$ cat src/design/lbp_pkg.sv
`default_nettype none
package lbp_pkg;
  localparam logic [7:0] ADDR_SWING = 8'h18;
  localparam logic [7:0] ADDR_BIAS = 8'h19;
  localparam logic [7:0] ADDR_CPSCALE = 8'h1a;
  localparam logic [7:0] ADDR_CAL = 8'h1b;
  localparam logic [7:0] ADDR_STATUS = 8'h1c;

  localparam logic [1:0] RST_PRE_SWING = 2'h3;
  localparam logic [2:0] RST_RX_SWING = 3'h4;
  localparam logic [2:0] RST_TX_SWING = 3'h1;
  localparam logic [1:0] RST_PRE_CURRENT = 2'h1;
  localparam logic [2:0] RST_RX_CURRENT = 3'h4;
  localparam logic [2:0] RST_TX_CURRENT = 3'h5;
  localparam logic [7:0] RST_CPSCALE = 8'h86;
  localparam logic [2:0] RST_DAC_SEED = 3'h5;

  localparam int POS_PRE = 6;
  localparam int POS_RX = 3;
  localparam int POS_TX = 0;
  localparam int POS_CAL_START = 7;
  localparam int POS_CAL_DUAL = 6;
  localparam int POS_CAL_WAIT = 4;
  localparam int POS_CAL_SEED = 0;

  localparam int CAL_WAIT_0 = 90000;
  localparam int CAL_WAIT_1 = 110000;
  localparam int CAL_WAIT_2 = 130000;
  localparam int CAL_WAIT_3 = 200000;
  localparam int REF_DIV = 8;

  typedef enum logic [0:0] {LBP_IDLE, LBP_RUN} lbp_state_t;
endpackage
`default_nettype wire

$ cat src/design/lbp_ref_tick.sv
`timescale 1ns/10ps
`default_nettype none
// divides the system clock down to one-cycle reference-period enables
module lbp_ref_tick #(
  parameter int DIV = lbp_pkg::REF_DIV
) (
  input wire logic i_clk,
  input wire logic i_rst,
  input wire logic i_restart,
  output logic o_tick
);
  localparam int CW = (DIV > 1) ? $clog2(DIV) : 1;
  logic [CW-1:0] cnt_reg;

  if (DIV < 1) begin : g_div_chk
    $error("DIV must be at least 1");
  end

  always_ff @(posedge i_clk or posedge i_rst) begin
    if (i_rst) begin
      cnt_reg <= '0;
    end else if (i_restart || cnt_reg == CW'(DIV - 1)) begin
      cnt_reg <= '0;
    end else begin
      cnt_reg <= cnt_reg + 1'b1;
    end
  end

  always_ff @(posedge i_clk or posedge i_rst) begin
    if (i_rst) begin
      o_tick <= 1'b0;
    end else begin
      o_tick <= !i_restart && cnt_reg == CW'(DIV - 1);
    end
  end
endmodule
`default_nettype wire

$ cat src/design/lbp_regs.sv
`timescale 1ns/10ps
`default_nettype none
// How it works
// RL1: prescaler swing bits 7:6, reset 3
// RL2: rx lo swing bits 5:3, reset 4
// RL3: tx lo swing bits 2:0, reset 1
// RL4: prescaler current bits 7:6, reset 1
// RL5: rx lo current bits 5:3, reset 4
// RL6: tx lo current bits 2:0, reset 5
// RL7: charge-pump scale byte, reset 134
// RL8: rising start bit begins calibration
// RL9: dual bit stores results in both slots
// RL10: wait code picks 90k-200k reference periods
// RL11: host picks code 3 for accuracy
// RL12: low bits seed dac, reset 5
// RL13: count duration, store result, go idle
module lbp_regs #(
  parameter int REF_DIV = lbp_pkg::REF_DIV,
  parameter int WAIT0 = lbp_pkg::CAL_WAIT_0,
  parameter int WAIT1 = lbp_pkg::CAL_WAIT_1,
  parameter int WAIT2 = lbp_pkg::CAL_WAIT_2,
  parameter int WAIT3 = lbp_pkg::CAL_WAIT_3
) (
  input wire logic i_clk,
  input wire logic i_rst,
  input wire logic [7:0] i_addr,
  input wire logic [7:0] i_wdata,
  input wire logic i_wr,
  input wire logic i_rd,
  input wire logic i_slot_sel,
  output logic [7:0] o_rdata,
  output logic [1:0] o_pre_swing,
  output logic [2:0] o_rx_swing,
  output logic [2:0] o_tx_swing,
  output logic [1:0] o_pre_current,
  output logic [2:0] o_rx_current,
  output logic [2:0] o_tx_current,
  output logic [7:0] o_cp_scale,
  output logic o_cal_busy,
  output logic [2:0] o_dac_seed,
  output logic o_store_a,
  output logic o_store_b
);
  localparam int CW = 18;

  if (WAIT0 < 1 || WAIT1 < 1 || WAIT2 < 1 || WAIT3 < 1) begin : g_wait_pos
    $error("wait counts must be positive");
  end
  if (WAIT0 >= (1 << CW) || WAIT1 >= (1 << CW) || WAIT2 >= (1 << CW) ||
    WAIT3 >= (1 << CW)) begin : g_wait_fit
    $error("wait count exceeds counter width");
  end

  logic [7:0] swing_reg;
  logic [7:0] bias_reg;
  logic [7:0] cal_reg;
  logic slot_s1_reg, slot_s2_reg, slot_s3_reg;
  logic slot_reg;
  logic [CW-1:0] cnt_reg;
  logic done_reg;
  logic [1:0] wait_lat_reg;
  logic dual_lat_reg;
  lbp_pkg::lbp_state_t state_reg;
  logic ref_tick;
  logic start_edge;

  function automatic logic hit(input logic [7:0] a, input logic [7:0] off);
    return a == off;
  endfunction

  function automatic logic [CW-1:0] wait_len(input logic [1:0] code);
    unique case (code)
      2'd0: wait_len = CW'(WAIT0);
      2'd1: wait_len = CW'(WAIT1);
      2'd2: wait_len = CW'(WAIT2);
      2'd3: wait_len = CW'(WAIT3);
    endcase
  endfunction

  // start only on a 0-to-1 write of the start bit
  assign start_edge = i_wr && hit(i_addr, lbp_pkg::ADDR_CAL) &&
    i_wdata[lbp_pkg::POS_CAL_START] && !cal_reg[lbp_pkg::POS_CAL_START]; // [RL8]

  lbp_ref_tick #(.DIV(REF_DIV)) u_tick (
    .i_clk(i_clk),
    .i_rst(i_rst),
    .i_restart(start_edge),
    .o_tick(ref_tick)
  );

  always_ff @(posedge i_clk or posedge i_rst) begin
    if (i_rst) begin
      swing_reg <= {lbp_pkg::RST_PRE_SWING, lbp_pkg::RST_RX_SWING, lbp_pkg::RST_TX_SWING}; // [RL1] [RL2] [RL3]
    end else if (i_wr && hit(i_addr, lbp_pkg::ADDR_SWING)) begin
      swing_reg <= i_wdata;
    end
  end

  always_ff @(posedge i_clk or posedge i_rst) begin
    if (i_rst) begin
      bias_reg <= {lbp_pkg::RST_PRE_CURRENT, lbp_pkg::RST_RX_CURRENT,
        lbp_pkg::RST_TX_CURRENT}; // [RL4] [RL5] [RL6]
    end else if (i_wr && hit(i_addr, lbp_pkg::ADDR_BIAS)) begin
      bias_reg <= i_wdata;
    end
  end

  always_ff @(posedge i_clk or posedge i_rst) begin
    if (i_rst) begin
      o_cp_scale <= lbp_pkg::RST_CPSCALE; // [RL7]
    end else if (i_wr && hit(i_addr, lbp_pkg::ADDR_CPSCALE)) begin
      o_cp_scale <= i_wdata;
    end
  end

  // reserved bit 3 always held at zero
  always_ff @(posedge i_clk or posedge i_rst) begin
    if (i_rst) begin
      cal_reg <= {5'h00, lbp_pkg::RST_DAC_SEED}; // [RL12]
    end else if (i_wr && hit(i_addr, lbp_pkg::ADDR_CAL)) begin
      cal_reg <= {i_wdata[7:4], 1'b0, i_wdata[2:0]};
    end
  end

  always_ff @(posedge i_clk or posedge i_rst) begin
    if (i_rst) begin
      o_pre_swing <= lbp_pkg::RST_PRE_SWING;
      o_rx_swing <= lbp_pkg::RST_RX_SWING;
      o_tx_swing <= lbp_pkg::RST_TX_SWING;
      o_pre_current <= lbp_pkg::RST_PRE_CURRENT;
      o_rx_current <= lbp_pkg::RST_RX_CURRENT;
      o_tx_current <= lbp_pkg::RST_TX_CURRENT;
      o_dac_seed <= lbp_pkg::RST_DAC_SEED;
    end else begin
      o_pre_swing <= swing_reg[lbp_pkg::POS_PRE +: 2]; // [RL1]
      o_rx_swing <= swing_reg[lbp_pkg::POS_RX +: 3]; // [RL2]
      o_tx_swing <= swing_reg[lbp_pkg::POS_TX +: 3]; // [RL3]
      o_pre_current <= bias_reg[lbp_pkg::POS_PRE +: 2]; // [RL4]
      o_rx_current <= bias_reg[lbp_pkg::POS_RX +: 3]; // [RL5]
      o_tx_current <= bias_reg[lbp_pkg::POS_TX +: 3]; // [RL6]
      o_dac_seed <= cal_reg[lbp_pkg::POS_CAL_SEED +: 3]; // [RL12]
    end
  end

  // slot select comes from another register block, treat as foreign
  always_ff @(posedge i_clk or posedge i_rst) begin
    if (i_rst) begin
      slot_s1_reg <= 1'b0;
      slot_s2_reg <= 1'b0;
      slot_s3_reg <= 1'b0;
      slot_reg <= 1'b0;
    end else begin
      slot_s1_reg <= i_slot_sel;
      slot_s2_reg <= slot_s1_reg;
      slot_s3_reg <= slot_s2_reg;
      if (slot_s2_reg == slot_s3_reg) begin
        slot_reg <= slot_s3_reg;
      end
    end
  end

  // settings latched at start so a mid-run rewrite cannot stretch the run
  always_ff @(posedge i_clk or posedge i_rst) begin
    if (i_rst) begin
      wait_lat_reg <= 2'h0;
      dual_lat_reg <= 1'b0;
    end else if (start_edge) begin
      wait_lat_reg <= i_wdata[lbp_pkg::POS_CAL_WAIT +: 2]; // [RL10]
      dual_lat_reg <= i_wdata[lbp_pkg::POS_CAL_DUAL]; // [RL9]
    end
  end

  // a new rising edge while running restarts the count
  always_ff @(posedge i_clk or posedge i_rst) begin
    if (i_rst) begin
      state_reg <= lbp_pkg::LBP_IDLE;
      cnt_reg <= '0;
      done_reg <= 1'b0;
    end else begin
      done_reg <= 1'b0;
      unique case (state_reg)
        lbp_pkg::LBP_IDLE: begin
          if (start_edge) begin
            state_reg <= lbp_pkg::LBP_RUN; // [RL8]
            cnt_reg <= '0;
          end
        end
        lbp_pkg::LBP_RUN: begin
          if (start_edge) begin
            cnt_reg <= '0;
          end else if (ref_tick) begin
            if (cnt_reg == wait_len(wait_lat_reg) - 1'b1) begin
              state_reg <= lbp_pkg::LBP_IDLE; // [RL13]
              done_reg <= 1'b1;
            end else begin
              cnt_reg <= cnt_reg + 1'b1; // [RL10]
            end
          end
        end
      endcase
    end
  end

  always_ff @(posedge i_clk or posedge i_rst) begin
    if (i_rst) begin
      o_cal_busy <= 1'b0;
      o_store_a <= 1'b0;
      o_store_b <= 1'b0;
    end else begin
      o_cal_busy <= (state_reg == lbp_pkg::LBP_RUN) && !done_reg && !(ref_tick &&
        cnt_reg == wait_len(wait_lat_reg) - 1'b1 && !start_edge);
      o_store_a <= done_reg && (dual_lat_reg || !slot_reg); // [RL9] [RL13]
      o_store_b <= done_reg && (dual_lat_reg || slot_reg); // [RL9] [RL13]
    end
  end

  always_ff @(posedge i_clk or posedge i_rst) begin
    if (i_rst) begin
      o_rdata <= 8'h00;
    end else if (i_rd) begin
      unique case (1'b1)
        hit(i_addr, lbp_pkg::ADDR_SWING): o_rdata <= swing_reg;
        hit(i_addr, lbp_pkg::ADDR_BIAS): o_rdata <= bias_reg;
        hit(i_addr, lbp_pkg::ADDR_CPSCALE): o_rdata <= o_cp_scale;
        hit(i_addr, lbp_pkg::ADDR_CAL): o_rdata <= cal_reg;
        hit(i_addr, lbp_pkg::ADDR_STATUS): o_rdata <= {7'h00, o_cal_busy};
        default: o_rdata <= 8'h00;
      endcase
    end else begin
      o_rdata <= 8'h00;
    end
  end
endmodule
`default_nettype wire

$ cat config.mk
export PLATFORM = sky130hd
export DESIGN_NAME = lbp_regs
export DESIGN_NICKNAME = d
export VERILOG_FILES = /design/src/design/lbp_pkg.sv /design/src/design/lbp_ref_tick.sv /design/src/design/lbp_regs.sv
export SDC_FILE = /design/constraint.sdc
export NUM_CORES = 1
export LEC_CHECK = 0
export BUFFER_PORTS_ARGS = -buffer_cell sky130_fd_sc_hd__buf_4
export CORE_MARGIN = 4
export CORE_UTILIZATION = 36
export CTS_CLUSTER_DIAMETER = 30
export CTS_CLUSTER_SIZE = 28
export DETAILED_ROUTE_END_ITERATION = 10
export PLACE_DENSITY_LB_ADDON = 0.12
export SETUP_SLACK_MARGIN = 0.02
export SLEW_MARGIN = 20
export SYNTH_ARGS = -nofsm -noshare
export SYNTH_HDL_FRONTEND = slang
export SYNTH_SLANG_ARGS = --single-unit
$ cat constraint.sdc
create_clock -name i_clk -period 3 [get_ports i_clk]
set_input_delay 0.6 -clock i_clk [delete_from_list [all_inputs] [get_ports i_clk]]
set_output_delay 0.6 -clock i_clk [all_outputs]
set_load 0.02 [all_outputs]
After elaboration in Yosys (flattened, before gate mapping)
Index checks and enable logic that the tools add are counted.
{"block": "word_totals", "romBits": 0, "register_bits": 92, "output_inout_bits": 38, "latchBits": 0, "n_memories": 0, "input_bits": 21, "mem_bits_rw": 0}
{"block": "op_classes", "n_shift": 0, "eq_ne": 15, "add_sub_neg": 4, "div": 0, "n_lt_le_gt_ge": 0, "n_mul": 0, "n_bitwise": 1, "n_reduce_logical": 23, "muxes": 21}
{"op": "2-to-1 mux 18 bit", "n": 7}
{"op": "case mux 18 bit (4 select lines)", "n": 1}
{"op": "equality test 8 x 5 -> 1 bit (second input constant)", "n": 5}
{"op": "case mux 8 bit (5 select lines)", "n": 1}
{"op": "equality test 18 bit", "n": 2}
{"op": "case mux 18 bit (2 select lines)", "n": 1}
{"op": "subtractor 18 x 1 -> 18 bit (second input constant)", "n": 2}
{"op": "adder 18 x 1 -> 18 bit (second input constant)", "n": 1}
{"op": "logical AND 1 bit", "n": 13}
{"op": "2-to-1 mux 1 bit", "n": 8}
{"op": "2-to-1 mux 8 bit", "n": 1}
{"op": "logical NOT 1 bit", "n": 5}
{"op": "equality test 2 bit (second input constant)", "n": 2}
{"op": "adder 3 x 1 -> 3 bit (second input constant)", "n": 1}
{"op": "equality test 3 bit (second input constant)", "n": 1}
{"op": "logical OR 1 bit", "n": 3}
{"op": "2-to-1 mux 3 bit", "n": 1}
{"op": "!= test 3 x 1 -> 1 bit (second input constant)", "n": 1}
{"op": "!= test 3 x 2 -> 1 bit (second input constant)", "n": 1}
{"op": "AND reduction 3 bit", "n": 1}
{"op": "equality test 2 x 1 -> 1 bit (second input constant)", "n": 1}
{"op": "logical NOT 2 bit", "n": 1}
{"op": "!= test 2 x 1 -> 1 bit (second input constant)", "n": 1}
{"op": "case mux 1 bit (2 select lines)", "n": 1}
{"op": "2 further kinds", "n": 2}

Longest topological paths before layout
Gate-level depths: netlist of run 1.
{"block": "logic_depth", "word_depth": 12, "ltp_mapped": 8}

Cells and area by module
From an unflattened synthesis of run 1, not the netlist that was laid out.
{"block": "hier_totals", "cells_unflattened": 310, "hier_area_um2": 3923.8}
{"module": "lbp_regs", "cells_each": 299, "seq_area_each_um2": 2230.9, "area_each_um2": 3768.6, "instances": 1}
{"module": "lbp_ref_tick", "cells_each": 11, "seq_area_each_um2": 100.1, "area_each_um2": 155.1, "instances": 1}

Least setup slack after synthesis of run 1
No wires, ideal clock.
{"block": "synth_timing", "path_kind": "flip-flop to flip-flop", "from": "register wait_lat_reg[0]", "to": "register o_cal_busy", "arrival_time_ns": 2.255, "slack_ns": 0.619, "path_stages_with_launch": 8, "path_cell_list": "dfrtp_1 inv_1 ha_1 nor3_1 o22ai_1 or4_4 or3_4 o311a_1"}
{"block": "synth_via", "elab_chain_cells": 8, "elab_cells_between_ends": 11, "classes_between": "1 x add/sub; 4 x eq/ne; 1 x mux; 5 x reduce/logical"}
{"element": "start, declared", "line_no": "lbp_regs.sv:61", "rtl": "logic [1:0] wait_lat_reg;"}
{"element": "start signal, assigned", "line_no": "lbp_regs.sv:168", "rtl": "wait_lat_reg <= i_wdata[lbp_pkg::POS_CAL_WAIT +: 2];"}
{"element": "equality test 2 bit (tied with other cells)", "line_no": "lbp_regs.sv:72", "rtl": "unique case (code)"}
{"element": "case mux 18 bit (4 select lines) (*)", "line_no": "lbp_regs.sv:72"}
{"element": "subtractor 18 x 1 -> 18 bit (*)", "line_no": "lbp_regs.sv:211", "rtl": "cnt_reg == wait_len(wait_lat_reg) - 1'b1 && !start_edge);"}
{"element": "equality test 18 bit (*)", "line_no": "lbp_regs.sv:211"}
{"element": "logical AND 1 bit (*)", "line_no": "lbp_regs.sv:210", "rtl": "o_cal_busy <= (state_reg == lbp_pkg::LBP_RUN) && !done_reg && !(ref_tick &&"}
{"element": "logical AND 1 bit (*)", "line_no": "lbp_regs.sv:211"}
{"element": "logical NOT 1 bit (*)", "line_no": "lbp_regs.sv:210"}
{"element": "logical AND 1 bit (*)", "line_no": "lbp_regs.sv:210"}
{"element": "end signal, assigned", "line_no": "lbp_regs.sv:210"}
{"element": "end, declared", "line_no": "lbp_regs.sv:39", "rtl": "output logic o_cal_busy,"}
Mark *: on every way between the ends. The rest lies on a longest branch, timed or not. The select of a mux whose other input is x is not followed.
A chain may end at the register's enable or synchronous reset.

Worst setup path in the final report of run 1
Ends and elaborated chain as after synthesis.

==> qor.txt, run 1 <==
Clk Latency, worst-skew pair = 0.35 ns
top_reg_cell synth = dfrtp_1
Inst Count DP = 487
Critical Path Fanout Max = 5
Setup Fix Bufs, Post-CTS = 0
Cell Chain, Critical Path = inv_1, ha_1, nor3_1, o22ai_1, or4_4, or3_4, o311a_1
core area = 10420 um2
Buf/Inv on CP = 1
initial core utilization = 0.3738
Total Routing Usage GR = 0.1361
clk root buf = clkbuf_8
run status = finished, final reports clean
Worst EP required = 3.24 ns
DIE AREA = 12540 um2
Worst-path clk slew = 0.09 ns
final worst path period share = 0.8411
Synth area leader = dfrtp_1
CTS max path bufs = 2
Worst R2R Path Depth = 7
share of synthesized registers carrying an async set or reset = 1.000
R2R setup slack = 0.48 ns
TNS Setup = 0 ns
cts hold-fix bufs = 0
Rel. slew slack = 0.6772
commonest non-fill, non-tap cell in the layout = dfrtp_1
vias in the first global route = 2592
Routed WL per cell = 16.10 um
Critical R2R Launch = wait_lat_reg[0]
Layout Skew = 0.008892 ns
Iter 0 DRT Violations = 100
Layout area overhead = 21.56%
DRC Markers = 0
Crit path max-delay family = simple AND/OR/NAND/NOR gates
ant diodes = 0
max reg flops = 18
max-slew violations = 0
GRT overflow = 0
Post-synth EDFFs = 0
Avg Inst Size Synth = 12.98 um2
CP Depth = 7
Rows = 37
share of layout cells above drive strength 1 = 0.4033
fin crit period = 2.523 ns
Final nets = 392
Hold Path Class = input port to asynchronous set/reset pin
Synth Instances = 300
DRT Wirelength = 8099 um
port bufs = 58
Overall Power = 0.002866 W
post_cts resized = 0
Net Count, Synth = 330
number of H-tree levels = 3
Sink Count = 92
Worst Setup EP = o_cal_busy
Die Height = 112 um
hold slack = 0.3313 ns
critical path arrival = 2.76 ns
P_leak = 2.160 nW
distinct cell type count after synthesis = 46
total number of vias = 2484
CP max stage cell = or4_4
first-pass GRT wire length = 13570 um
Ports = 59
Peak VDD IR = 291.8 uV
Worst-Margin Slew = 0.4842 ns
critical path class = register to register
Max Fclk = 396.3 MHz
final setup vio count = 0
Non-Filler Instances = 503
Startpoint Class = register
RSZ-0062 raised after global routing = false
Synth area leaders = dfrtp_1, dfstp_2, mux2_2
Post-DRT Antenna Nets = 0
number of synthesis warnings = 0
post-layout util = 0.4544
vias per cell = 4.938
Crit. Startpoint = wait_lat_reg[0]
first-pass iteration count of the detailed router = 4
Yosys reg bits = 92
area share of the leading cell type in the synthesized netlist = 0.4434
P per Cell Area = 605.4 nW/um2
crit end category = register
commonest non-fill, non-tap cells in the layout = dfrtp_1, buf_4, mux2_2
peak per-stage delay on the critical path = 0.58 ns
post-synthesis sequential area ratio = 0.5987
Num CTS Buffers = 9
max cap viols = 0
CTS tree = done
die width = 112 um
final hold vios = 0
dpl hpwl = 5623 um
reg-to-reg endpoint = o_cal_busy
largest net degree at the start of global routing = 93
GPL Wtd Cong = 0.7854
initial antenna violation count = 0
Post-Syn Area = 3894 um2
-- final cells by class --
cell class                      instances  area [um2]
Inverter                               12       46.29
Fill cell                             957        5683
Clock buffer                            9       123.9
Multi-Input combinational cell        186        1485
Tap cell                              136       170.2
Clock inverter                          7       106.4
Sequential cell                        92        2331
Timing Repair Buffer                   61       470.5
-- per-layer routing --
layer  wire (um)  track usage
met5           0            0
met4          99      0.03846
met3         395      0.03641
met2        3592       0.2086
met1        4011       0.1913
-- synthesized netlist by cell type, types with 2 or more instances --
| library cell | n |
|---|---|
| mux4_2 | 6 |
| mux2i_1 | 5 |
| a21oi_1 | 6 |
| nor2b_1 | 7 |
| nor3_2 | 2 |
| dfstp_2 | 23 |
| nand3_1 | 7 |
| nand2b_1 | 3 |
| nand4_1 | 6 |
| o2111ai_1 | 2 |
| inv_1 | 12 |
| xnor2_1 | 3 |
| dfrtp_1 | 69 |
| and2_1 | 4 |
| and3_1 | 4 |
| nor2_1 | 19 |
| nand2_1 | 16 |
| nor3b_1 | 3 |
| mux2_2 | 31 |
| or2_2 | 2 |
| clkbuf_1 | 10 |
| o21ai_0 | 11 |
| xor2_1 | 10 |
| ha_1 | 9 |
| or3_1 | 6 |
| nor3_1 | 4 |
-- per-stage QoR --
| step | setup WS (ns) | instance area, um2 |
|---|---|---|
| 2_1_floorplan | 0.04610 | 3894 |
| 3_3_place_gp | 0.3566 | 4503 |
| 3_5_place_dp | 0.3635 | 4503 |
| 4_1_cts | 0.4718 | 4733 |
| 5_1_grt | 0.2951 | 4733 |
| 6_report | 0.4768 | 4733 |
-- worst min path at each step --
stage | depth (start not counted) | from | endpoint | slack [ns]
6_report | 3 | i_rst | o_store_b | 0.33
5_1_grt | 1 | i_slot_sel | slot_s1_reg | 0.32
4_1_cts | 1 | i_slot_sel | slot_s1_reg | 0.33
3_5_place_dp | 0 | slot_s1_reg | slot_s2_reg | 0.34
3_3_place_gp | 0 | slot_s1_reg | slot_s2_reg | 0.34
2_1_floorplan | 0 | slot_s1_reg | slot_s2_reg | 0.33
-- worst min-delay path, stage by stage --
cell	delay, ns
buf_4	0.11
clkinv_2	0.05
buf_12	0.36
-- cells by family after synthesis --
family	count (synthesis)	share of synthesized area
mux	42	0.1372
buf+inv	22	0.02121
fa+ha+maj	10	0.03149
compound gates	29	0.05046
xor+xnor	13	0.02924
flops	92	0.5987
simple gates	92	0.1318
-- report_power, final --
group / internal [W] / switching [W]
registers: 0.00138 / 0.000125
logic: 0.000189 / 0.000219
clock network: 0.000486 / 0.000471
Power figures use the tool's default switching activity.
==> run 2, diff against run 1 <==
==> constraint.sdc (replaced) <==
create_clock -name i_clk -period 2.19 [get_ports i_clk]
set_input_delay 0.438 -clock i_clk [delete_from_list [all_inputs] [get_ports i_clk]]
set_output_delay 0.438 -clock i_clk [all_outputs]
set_load 0.02 [all_outputs]
==> run 2 against run 1 <==
- the run now ends with negative setup slack left
- register-to-register slack lost 0.62 ns
- clock-buffer cell count did not move
- clock power grew 12%
- combinational power increased by 83%
- highest routed layer unchanged
==> qor.txt, run 2 (synthesized netlist as in run 1, its figures left out) <==
R2R setup slack = -0.14 ns (was 0.48 ns)
Post-DRT Antenna Nets = 0 (unchanged)
Worst Setup Slack, final = -0.1389 ns (was 0.4768 ns)
critical path arrival = 2.58 ns (was 2.76 ns)
Total Routing Usage GR = 0.1394 (was 0.1361)
Rel. slew slack = 0.6834 (was 0.6772)
max cap viols = 0 (unchanged)
Routed WL per cell = 15.80 um (was 16.10 um)
Die Height = 112 um (unchanged)
largest net degree at the start of global routing = 93 (unchanged)
first-pass iteration count of the detailed router = 4 (unchanged)
Worst-Margin Slew = 0.4712 ns (was 0.4842 ns)
Inst Count DP = 513 (was 487)
crit end category = register (unchanged)
final setup vio count = 10 (was 0)
first-pass GRT wire length = 13950 um (was 13570 um)
cts hold-fix bufs = 0 (unchanged)
total number of vias = 2604 (was 2484)
CTS max path bufs = 2 (unchanged)
DRC Markers = 0 (unchanged)
core area = 10420 um2 (unchanged)
RSZ-0062 raised after global routing = true (was false)
vias in the first global route = 2613 (was 2592)
Max Fclk = 429.4 MHz (was 396.3 MHz)
Non-Filler Instances = 532 (was 503)
Critical Path Fanout Max = 5 (unchanged)
P_leak = 2.264 nW (was 2.160 nW)
Overall Power = 0.003849 W (was 0.002866 W)
CP max stage cell = or4_4 (unchanged)
Sink Count = 92 (unchanged)
Crit. Startpoint = wait_lat_reg[0] (unchanged)
max reg flops = 18 (unchanged)
number of H-tree levels = 3 (unchanged)
vias per cell = 4.895 (was 4.938)
Peak VDD IR = 384.2 uV (was 291.8 uV)
critical path class = register to register (unchanged)
Critical R2R Launch = wait_lat_reg[0] (unchanged)
Ports = 59 (unchanged)
Layout area overhead = 27.73% (was 21.56%)
failing checks = negative setup slack
commonest non-fill, non-tap cell in the layout = buf_4 (was dfrtp_1)
Num CTS Buffers = 9 (unchanged)
die width = 112 um (unchanged)
Layout Skew = 0.009347 ns (was 0.008892 ns)
Rows = 37 (unchanged)
run status = finished, violations left (was finished, final reports clean)
ant diodes = 0 (unchanged)
post-layout util = 0.4775 (was 0.4544)
Cell Chain, Critical Path = inv_2, ha_4, and3_1, o22ai_1, or4_4, or3_4, o311a_1 (was inv_1, ha_1, nor3_1, o22ai_1, or4_4, or3_4, o311a_1)
Clk Latency, worst-skew pair = 0.36 ns (was 0.35 ns)
commonest non-fill, non-tap cells in the layout = buf_4, dfrtp_1, mux2_2 (was dfrtp_1, buf_4, mux2_2)
peak per-stage delay on the critical path = 0.53 ns (was 0.58 ns)
final worst path period share = 1.063 (was 0.8411)
fin crit period = 2.329 ns (was 2.523 ns)
share of layout cells above drive strength 1 = 0.4798 (was 0.4033)
Hold Path Class = input port to register (was input port to asynchronous set/reset pin)
GRT overflow = 0 (unchanged)
DIE AREA = 12540 um2 (unchanged)
Final nets = 421 (was 392)
Iter 0 DRT Violations = 154 (was 100)
DRT Wirelength = 8407 um (was 8099 um)
initial antenna violation count = 0 (unchanged)
clk root buf = clkbuf_8 (unchanged)
CTS tree = done (unchanged)
port bufs = 58 (unchanged)
GPL Wtd Cong = 0.8575 (was 0.7854)
dpl hpwl = 5984 um (was 5623 um)
Startpoint Class = register (unchanged)
initial core utilization = 0.3738 (unchanged)
P per Cell Area = 773.8 nW/um2 (was 605.4 nW/um2)
hold path start = i_slot_sel
Worst EP required = 2.44 ns (was 3.24 ns)
Worst-path clk slew = 0.09 ns (about the same)
max-slew violations = 0 (unchanged)
final hold vios = 0 (unchanged)
run 2: changes by cell type in the layout (fill, tap and decap cells not counted), sizes merged:
cell / before / now
buf: 61 / 90
bufinv: 2 / 0
clkinvlp: 0 / 2
clkinv: 2 / 3
inv: 15 / 14
run 2: cell type report:
| class | instances | area [um2] |
|---|---|---|
| timing repair buffer | 90 | 691.9 |
| clock inverter | 7 | 60.06 |
| sequential | 92 | 2331 |
| clock buffer | 9 | 123.9 |
| inverter | 12 | 48.80 |
| tap | 136 | 170.2 |
| multi-input combinational | 186 | 1548 |
| fill | 956 | 5443 |
run 2: path summary, 6_finish.rpt:
check | cells after the start | to
setup reg to reg | 7 | o_cal_busy
setup / recovery | 7 | o_cal_busy
hold reg to reg | 0 | slot_s2_reg
min in group asynchronous | 3 | o_store_b
max in group asynchronous | 3 | o_tx_swing[0]
hold / removal | 1 | slot_s1_reg
run 2: timing repair:
item | 4_1_cts | 5_1_grt
gates cloned | 0 | 0
resized for setup | 6 | 9
buffers inserted | 1 | 2
hold endpoints to repair | 0 | 0
setup endpoints to repair | 13 | 13
pin swaps | 7 | 5
run 2: routing by layer:
layer / up-vias / GRT usage / routed length [um]
li1: 1248 / - / -
met1: 1294 / 0.2006 / 4094
met4: 0 / 0.04407 / 137
met3: 12 / 0.03043 / 331
met2: 50 / 0.2110 / 3843
met5: - / 0 / 0
run 2: stage by stage:
stage	setup TNS, ns	area (um2)	setup slack, ns	hold slack, ns
2_1_floorplan	-0.06432	3918	-0.05533	0.3312
3_3_place_gp	-1.477	4721	-0.09995	0.3354
3_5_place_dp	-2.944	4721	-0.1549	0.3457
4_1_cts	-1.024	4923	-0.1570	0.1637
5_1_grt	-1.813	4974	-0.2158	0.1560
6_report	-0.5088	4974	-0.1389	0.1847
run 2: where the power goes:
group | internal [W] | switching (W)
sequential | 0.00188 | 0.000146
combinational | 0.000363 | 0.000382
clock | 0.000431 | 0.000643
run 2: critical path, delay by kind of cell (launching register included):
kind	cells	cell delay, ns
and+or+nand+nor	3	1.08
DFF	1	0.40
AOI/OAI and AO/OA	2	0.40
adders and majority gates	1	0.27
buffers and inverters	1	0.09
